==> src/rtl/ctd_pkg.sv <==
package ctd_pkg;
  timeunit 1ns;
  timeprecision 1ps;

  // Opcodes of the test instruction family
  localparam logic [7:0] OP_PREFIX = 8'h9e;
  localparam logic [7:0] OP_TEST_DIRECT = 8'h3d;
  localparam logic [7:0] OP_TEST_ACCUM = 8'h4d;
  localparam logic [7:0] OP_TEST_INDEX_LOW = 8'h5d;
  localparam logic [7:0] OP_TEST_OFFSET8 = 8'h6d;
  localparam logic [7:0] OP_TEST_INDEXED = 8'h7d;
  localparam logic [7:0] OP_TEST_STACK_OFFSET8 = 8'h6d;
  // Transfer opcodes
  localparam logic [7:0] OP_STACK_TO_INDEX = 8'h95;
  localparam logic [7:0] OP_INDEX_TO_STACK = 8'h94;
  localparam logic [7:0] OP_INDEX_LOW_TO_ACCUM = 8'h9f;
  // Opcodes carrying the extra addressing modes
  localparam logic [7:0] OP_TEST_POSTINC = 8'h71;
  localparam logic [7:0] OP_TEST_OFFSET8_POSTINC = 8'h61;
  localparam logic [7:0] OP_MOVE_IMM_DIRECT = 8'h6e;
  localparam logic [7:0] OP_MOVE_POSTINC_DIRECT = 8'h7e;
  localparam logic [7:0] OP_TEST_OFFSET16 = 8'hdd;

  // Condition code bit positions and reset values
  localparam int CC_V_BIT = 7;
  localparam int CC_N_BIT = 2;
  localparam int CC_Z_BIT = 1;
  localparam logic [7:0] CC_RESET = 8'h68;
  localparam logic [15:0] SP_RESET = 16'h00ff;
  localparam logic [15:0] PC_RESET = 16'h0000;
  localparam logic [7:0] ZERO_BYTE = 8'h00;
  localparam logic [15:0] ONE_WORD = 16'h0001;

  typedef enum logic [3:0] {
    ST_BOOT, ST_OPC, ST_B1, ST_B2, ST_OPND, ST_DST, ST_WR, ST_XFER
  } ctd_state_e;

  typedef enum logic [3:0] {
    AM_DIR, AM_IX, AM_OFFSET8, AM_STACK_OFFSET8, AM_IX_POSTINC, AM_OFFSET8_POSTINC,
    AM_IMM_DIRECT, AM_IX_POSTINC_D, AM_OFFSET16
  } ctd_mode_e;

  // Memory request presented for one cycle
  typedef struct packed {
    logic rd;
    logic wr;
    logic [15:0] addr;
    logic [7:0] wdata;
  } ctd_bus_s;

  // Programmer-visible core state
  typedef struct packed {
    logic [7:0] acc;
    logic [15:0] hx;
    logic [15:0] sp;
    logic [15:0] pc;
    logic [7:0] condition_code_reg;
  } ctd_regs_s;

endpackage

==> src/rtl/ctd_core.sv <==
// Contract
// - Test sets N and Z from accumulator, index low or memory, clears V, keeps the rest.
// - Indexed no-offset post-increment form addresses by H:X and then increments H:X.
// - Indexed 8-bit offset post-increment form adds an unsigned byte to H:X then increments H:X.
// - Immediate-to-direct move writes an immediate byte to a direct-page address.
// - Indexed-to-direct move reads at H:X, increments H:X and writes to direct page.
// - Indexed 16-bit offset form adds a high:low offset to H:X for the address.
module ctd_core
  import ctd_pkg::*;
#(
  parameter logic [15:0] RESET_PC = PC_RESET
)(
  // Clock and reset
  input wire logic ref_clk,
  input wire logic rst,
  // Memory bus, read data answers the current request
  input wire logic [7:0] mem_rdata,
  output ctd_bus_s mem_req,
  // Core state
  output ctd_regs_s core_regs
);
  timeunit 1ns;
  timeprecision 1ps;

  ctd_state_e state_q;
  ctd_mode_e mode_q;
  logic prefix_q;
  logic [7:0] b1_q;
  logic [7:0] data_q;
  ctd_bus_s bus_q;
  ctd_regs_s r_q;

  // Address sum, wraps at 64K like the index arithmetic
  function automatic logic [15:0] addr_add(input logic [15:0] base, input logic [15:0] off);
    logic [16:0] s;
    s = {1'b0, base} + {1'b0, off};
    return s[15:0];
  endfunction

  // Direct page address from one byte
  function automatic logic [15:0] dpage(input logic [7:0] a);
    return {ZERO_BYTE, a};
  endfunction

  // Present a read for the next cycle
  task automatic issue_read(input logic [15:0] a);
    bus_q.rd <= 1'b1;
    bus_q.wr <= 1'b0;
    bus_q.addr <= a;
    bus_q.wdata <= ZERO_BYTE;
  endtask

  // Flags from a tested byte; other bits are untouched
  task automatic set_nz(input logic [7:0] v);
    r_q.condition_code_reg[CC_N_BIT] <= v[7];
    r_q.condition_code_reg[CC_Z_BIT] <= (v == ZERO_BYTE);
    r_q.condition_code_reg[CC_V_BIT] <= 1'b0;
  endtask

  // Opcode fetch; ends every instruction
  task automatic fetch_next();
    issue_read(r_q.pc);
    r_q.pc <= addr_add(r_q.pc, ONE_WORD);
    prefix_q <= 1'b0;
    state_q <= ST_OPC;
  endtask

  // Sequencer, bus and register update share one process since
  // every state but ST_BOOT, ST_WR and ST_XFER consumes read data and, but for ST_OPC on a transfer opcode, schedules the next access
  always_ff @(posedge ref_clk)
  begin
    if (rst)
    begin
      state_q <= ST_BOOT;
      mode_q <= AM_DIR;
      prefix_q <= 1'b0;
      b1_q <= ZERO_BYTE;
      data_q <= ZERO_BYTE;
      bus_q <= '0;
      r_q.acc <= ZERO_BYTE;
      r_q.hx <= '0;
      r_q.sp <= SP_RESET;
      r_q.pc <= RESET_PC;
      r_q.condition_code_reg <= CC_RESET;
    end
    else
    begin
      // Default: bus idle unless a state issues an access
      bus_q <= '0;
      case (state_q)
        ST_BOOT:
        begin
          fetch_next();
        end
        ST_OPC:
        begin
          if (!prefix_q && mem_rdata == OP_PREFIX)
          begin
            // Prefix costs one cycle, then the second opcode
            issue_read(r_q.pc);
            r_q.pc <= addr_add(r_q.pc, ONE_WORD);
            prefix_q <= 1'b1;
          end
          else if (prefix_q)
          begin
            if (mem_rdata == OP_TEST_STACK_OFFSET8)
            begin
              mode_q <= AM_STACK_OFFSET8;
              issue_read(r_q.pc);
              r_q.pc <= addr_add(r_q.pc, ONE_WORD);
              state_q <= ST_B1;
            end
            else
            begin
              // Unknown prefixed opcode runs as a no-op
              fetch_next();
            end
          end
          else
          begin
            case (mem_rdata)
              OP_TEST_ACCUM:
              begin
                set_nz(r_q.acc);
                fetch_next();
              end
              OP_TEST_INDEX_LOW:
              begin
                set_nz(r_q.hx[7:0]);
                fetch_next();
              end
              OP_INDEX_LOW_TO_ACCUM:
              begin
                r_q.acc <= r_q.hx[7:0];
                fetch_next();
              end
              OP_STACK_TO_INDEX:
              begin
                r_q.hx <= addr_add(r_q.sp, ONE_WORD);
                state_q <= ST_XFER;
              end
              OP_INDEX_TO_STACK:
              begin
                r_q.sp <= r_q.hx - ONE_WORD;
                state_q <= ST_XFER;
              end
              OP_TEST_INDEXED:
              begin
                mode_q <= AM_IX;
                issue_read(r_q.hx);
                state_q <= ST_OPND;
              end
              OP_TEST_POSTINC:
              begin
                mode_q <= AM_IX_POSTINC;
                issue_read(r_q.hx);
                state_q <= ST_OPND;
              end
              OP_MOVE_POSTINC_DIRECT:
              begin
                mode_q <= AM_IX_POSTINC_D;
                issue_read(r_q.hx);
                state_q <= ST_OPND;
              end
              OP_TEST_DIRECT, OP_TEST_OFFSET8, OP_TEST_OFFSET8_POSTINC,
              OP_MOVE_IMM_DIRECT, OP_TEST_OFFSET16:
              begin
                case (mem_rdata)
                  OP_TEST_DIRECT: mode_q <= AM_DIR;
                  OP_TEST_OFFSET8: mode_q <= AM_OFFSET8;
                  OP_TEST_OFFSET8_POSTINC: mode_q <= AM_OFFSET8_POSTINC;
                  OP_MOVE_IMM_DIRECT: mode_q <= AM_IMM_DIRECT;
                  default: mode_q <= AM_OFFSET16;
                endcase
                issue_read(r_q.pc);
                r_q.pc <= addr_add(r_q.pc, ONE_WORD);
                state_q <= ST_B1;
              end
              default:
              begin
                fetch_next();
              end
            endcase
          end
        end
        ST_B1:
        begin
          b1_q <= mem_rdata;
          state_q <= ST_OPND;
          case (mode_q)
            AM_DIR: issue_read(dpage(mem_rdata));
            AM_STACK_OFFSET8: issue_read(addr_add(r_q.sp, dpage(mem_rdata)));
            AM_OFFSET8, AM_OFFSET8_POSTINC:
              issue_read(addr_add(r_q.hx, dpage(mem_rdata)));
            AM_IMM_DIRECT:
            begin
              // Immediate source held until the destination arrives
              data_q <= mem_rdata;
              issue_read(r_q.pc);
              r_q.pc <= addr_add(r_q.pc, ONE_WORD);
              state_q <= ST_DST;
            end
            default:
            begin
              // High offset byte; low byte follows
              issue_read(r_q.pc);
              r_q.pc <= addr_add(r_q.pc, ONE_WORD);
              state_q <= ST_B2;
            end
          endcase
        end
        ST_B2:
        begin
          issue_read(addr_add(r_q.hx, {b1_q, mem_rdata}));
          state_q <= ST_OPND;
        end
        ST_OPND:
        begin
          if (mode_q == AM_IX_POSTINC || mode_q == AM_OFFSET8_POSTINC
              || mode_q == AM_IX_POSTINC_D)
          begin
            // Increment only after the access has used the old index
            r_q.hx <= addr_add(r_q.hx, ONE_WORD);
          end
          if (mode_q == AM_IX_POSTINC_D)
          begin
            data_q <= mem_rdata;
            issue_read(r_q.pc);
            r_q.pc <= addr_add(r_q.pc, ONE_WORD);
            state_q <= ST_DST;
          end
          else
          begin
            set_nz(mem_rdata);
            fetch_next();
          end
        end
        ST_DST:
        begin
          // Moves flag the byte moved, as tests do
          set_nz(data_q);
          bus_q.rd <= 1'b0;
          bus_q.wr <= 1'b1;
          bus_q.addr <= dpage(mem_rdata);
          bus_q.wdata <= data_q;
          state_q <= ST_WR;
        end
        ST_WR, ST_XFER:
        begin
          // Second cycle of a transfer, or write completing
          fetch_next();
        end
        default:
        begin
          fetch_next();
        end
      endcase
    end
  end

  // Outputs straight from flops
  assign mem_req = bus_q;
  assign core_regs = r_q;

endmodule // ctd_core

==> config.mk <==
export PLATFORM = sky130hd
export DESIGN_NAME = ctd_core
export DESIGN_NICKNAME = d
export VERILOG_FILES = /design/src/rtl/ctd_pkg.sv /design/src/rtl/ctd_core.sv
export SDC_FILE = /design/constraint.sdc
export NUM_CORES = 1
export LEC_CHECK = 0
export ABC_AREA = 1
export BUFFER_PORTS_ARGS = -buffer_cell sky130_fd_sc_hd__buf_4
export CAP_MARGIN = 10
export CORE_MARGIN = 2
export CORE_UTILIZATION = 54
export CTS_CLUSTER_DIAMETER = 150
export DETAILED_ROUTE_END_ITERATION = 7
export GPL_TIMING_DRIVEN = 0
export HOLD_SLACK_MARGIN = 0.06
export PLACE_DENSITY_LB_ADDON = 0.25
export SYNTH_ARGS = -nofsm -noshare
export SYNTH_HDL_FRONTEND = slang
export SYNTH_SLANG_ARGS = --single-unit
==> constraint.sdc <==
create_clock -name ref_clk -period 2.6 [get_ports ref_clk]
set_input_delay 0.26 -clock ref_clk [delete_from_list [all_inputs] [get_ports ref_clk]]
set_output_delay 0.26 -clock ref_clk [all_outputs]
set_load 0.03 [all_outputs]
==> impl_metrics.csv <==
group,metric,value,unit
sta,setup_violations,11,
clocking,htree_levels,3,
worst_setup_path,critPathKind,"flop to flop",
synthesis,synth_warnings,0,
pwr,p_total,3.62,mW
floorplanning,rows,43,
sta,hold_viol_final,0,
worst_setup_path,crit_arrival,3080,ps
status,violations,"negative setup slack",
sta,timing.slew.headroom,32.5,%
worst_setup_path,cp_num_buf_inv,4,
global_route,grt_use_total,38.4,%
sta,layout_min_cycle_time,2780,ps
global_route,grt_first_pass_wirelength,43800,microns
finish,layout-area-overhead-vs-synth,21.9,%
synthesis,synth_top_area_share,27.9,%
clocking,cts.sinks,108,
worst_setup_path,critPathLaunchType,"flop",
global_route,grt_max_degree,19,
clocking,cts_buffer_depth,2,
floorplanning,start_util,55.6,%
synthesis,synth_seq_cells,108,
global_route,antenna_found_initial,0,
run,drv_cap,0,
synthesis,ys_top_cells_by_area,"dfxtp_1 (28%), nand2_1 (11%), a21oi_1 (8.9%)",
pwr,powerDensity,383,nW/um^2
detailed_routing,post_drt_wl_per_cell,19.8,microns
synthesis,syn_area,7750,sq um
worst_setup_path,slowest_stage,"dfxtp_4",
detailed_routing,first_pass_iters,7,
worst_setup_path,cp_common_cell,"nor2_1",
worst_setup_path,worst_ep_required_time,2900,ps
finish,nets,1363,
worst_setup_path,critPathMaxFanout,7,
finish,layout_commonest_cell,"nand2_1",
sta,post-route-period-util,107,%
detailed_routing,vias,9141,
global_route,grt_pass1_vias,7838,
placement,place.gp.congestion,1.06,
floorplanning,pin_count,100,
synthesis,syn_inst,1200,
clocking,insertion_delay,370,ps
worst_setup_path,path_cells,"inv_2, nor2_2, nand2_2, buf_6, nand2_8, clkbuf_16, a21oi_4, ha_4, inv_2, fa_2, nor2_4, o21ai_2, nand2_2, nand2_2, nand2_4, nand2_4, nor2_1, nor2_1, nor3_2, nor2_1, nor2_1",
finish,layout_common_cells,"nand2_1 (212), a21oi_1 (130), inv_1 (124)",
detailed_routing,drt_iter0_drc,1069,
clocking,clkSlewWorstSetupHoldPaths,80,ps
worst_setup_path,endpoint_kind,"flop",
detailed_routing,drt_wl_total,29800,microns
clocking,cts_tree,"done",
hold_path,hp-class,"input pin to flop",
floorplanning,core_area,13900,sq um
placement,port_buffers,93,
sta,rsz0062_at_grt,"true",
finish,diodes,0,
finish,drive_above_1_share,21.0,%
floorplanning,die_area,15300,sq um
sta,finalWorstSetupSlack,-179,ps
synthesis,avgSynthCellArea,6.46,sq um
pwr,p_leak,4.16,nW
clocking,cts_root_buf,"clkbuf_16",
synthesis,synth_top_area_cell,"dfxtp_1",
clocking,cts_hold_buf,0,
floorplanning,die_w,124,microns
synthesis,synth_cell_types,55,
detailed_routing,antenna_left,0,
detailed_routing,drc,0,
placement,dp_hpwl,22300,microns
placement,dpl_cell_area,8730,sq um
sta,fmax,360,MHz
status,status,"complete, but fails checks",
clocking,cts_buffers,9,
finish,final_area,9450,sq um
sta,finClkSkew,12.6,ps
floorplanning,die_h,124,microns
worst_setup_path,cpPeakStageDelay,370,ps
global_route,overflow,0,
pwr,peakVddDrop,0.292,mV
sta,drv_slew,0,
worst_setup_path,cp_top_family,"simple AND/OR/NAND/NOR gates",
sta,worstMarginPinSlew,1000,ps
finish,fillCellCount,1294,
synthesis,synth_seq_area_share,27.9,%
detailed_routing,routed_via_density,6.07,
## through the flow
step	hold WS, ps	worst slack (ps)	utilization (%)	instances	setup TNS, ps
after global routing	130	-257	67.8	1507	-2030
final	124	-179	67.8	1507	-952
after detailed placement	441	-534	62.6	1477	-3940
after floorplan	344	2.94	-	1204	0
after CTS	108	-140	65.9	1501	-226
after global placement	436	-506	62.6	1477	-3620
## flip-flops by register name, indices dropped and copies added (netlist names)
register,flops
core_regs,58
b1_q,8
state_q,3
mode_q,4
prefix_q,1
data_q,8
mem_req,26
## cell families after synthesis
| family | Yosys count | share of synthesized area [%] |
|---|---|---|
| buffers and inverters | 186 | 10.1 |
| flip-flops | 108 | 27.9 |
| other | 2 | 0.0969 |
| AND/OR/NAND/NOR | 532 | 31.0 |
| adder cells (fa/ha/maj) | 31 | 5.20 |
| XOR/XNOR | 28 | 3.16 |
| AO/OA/AOI/OAI | 313 | 22.6 |
## layer usage
layer / global-route usage [%] / up-vias / share of wire, %
met2: 57.0 / 577 / 44
li1: - / 4284 / -
met1: 52.5 / 4178 / 41
met3: 7.51 / 102 / 11
met5: 0 / - / 0
met4: 20.5 / 0 / 4.7
## cells in the mapped netlist (all sizes together)
library cell,number
nand2,246
or2,6
a221oi,3
o211ai,6
o22ai,8
nand3b,4
o2111ai,1
buf,25
ha,29
a311oi,1
a22oi,1
a32o,1
o41ai,1
o2111a,2
dfxtp,108
a31oi,8
o21bai,3
o31ai,2
a21oi,146
nor3,26
nor3b,1
nand3,96
a2111oi,1
clkbuf,20
fa,2
xnor2,6
xor2,22
nand4,23
a22o,1
inv,141
conb,2
and3,1
nor2,123
nor4,6
o21ai,114
a21o,3
a211oi,5
o21a,3
a32oi,2
a31o,1
## worst paths after layout
kind / slack (ps) / endpoint / from / depth (start not counted)
setup / recovery: -180 / mem_req[20] / mode_q[0] / 21
hold / removal: 120 / mem_req[24] / rst / 2
setup reg to reg: -180 / mem_req[20] / mode_q[0] / 21
hold reg to reg: 450 / core_regs[2] / core_regs[2] / 2
## cell type report
class	instances	area [sq um]	share of cell area, %
Sequential cell	108	2170	23.0
Clock inverter	5	48.8	0.516
Multi-Input combinational cell	910	5140	54.4
Buffer	44	269	2.85
Inverter	141	534	5.65
Clock buffer	11	243	2.57
Tap cell	180	225	2.38
Timing Repair Buffer	108	818	8.66
## repair_timing
item	CTS	global route
endpoints found under the setup margin	13	13
resized for setup	34	53
setup buffers	9	6
pin swaps	24	41
## report_power, final
part | switching (mW) | leakage, nW | internal (mW)
Sequential | 0.0211 | 0.877 | 1.68
Combinational | 0.362 | 3.15 | 0.178
Clock | 0.687 | 0.135 | 0.689
Total | 1.07 | 4.16 | 2.55
Power figures use the tool's default switching activity.
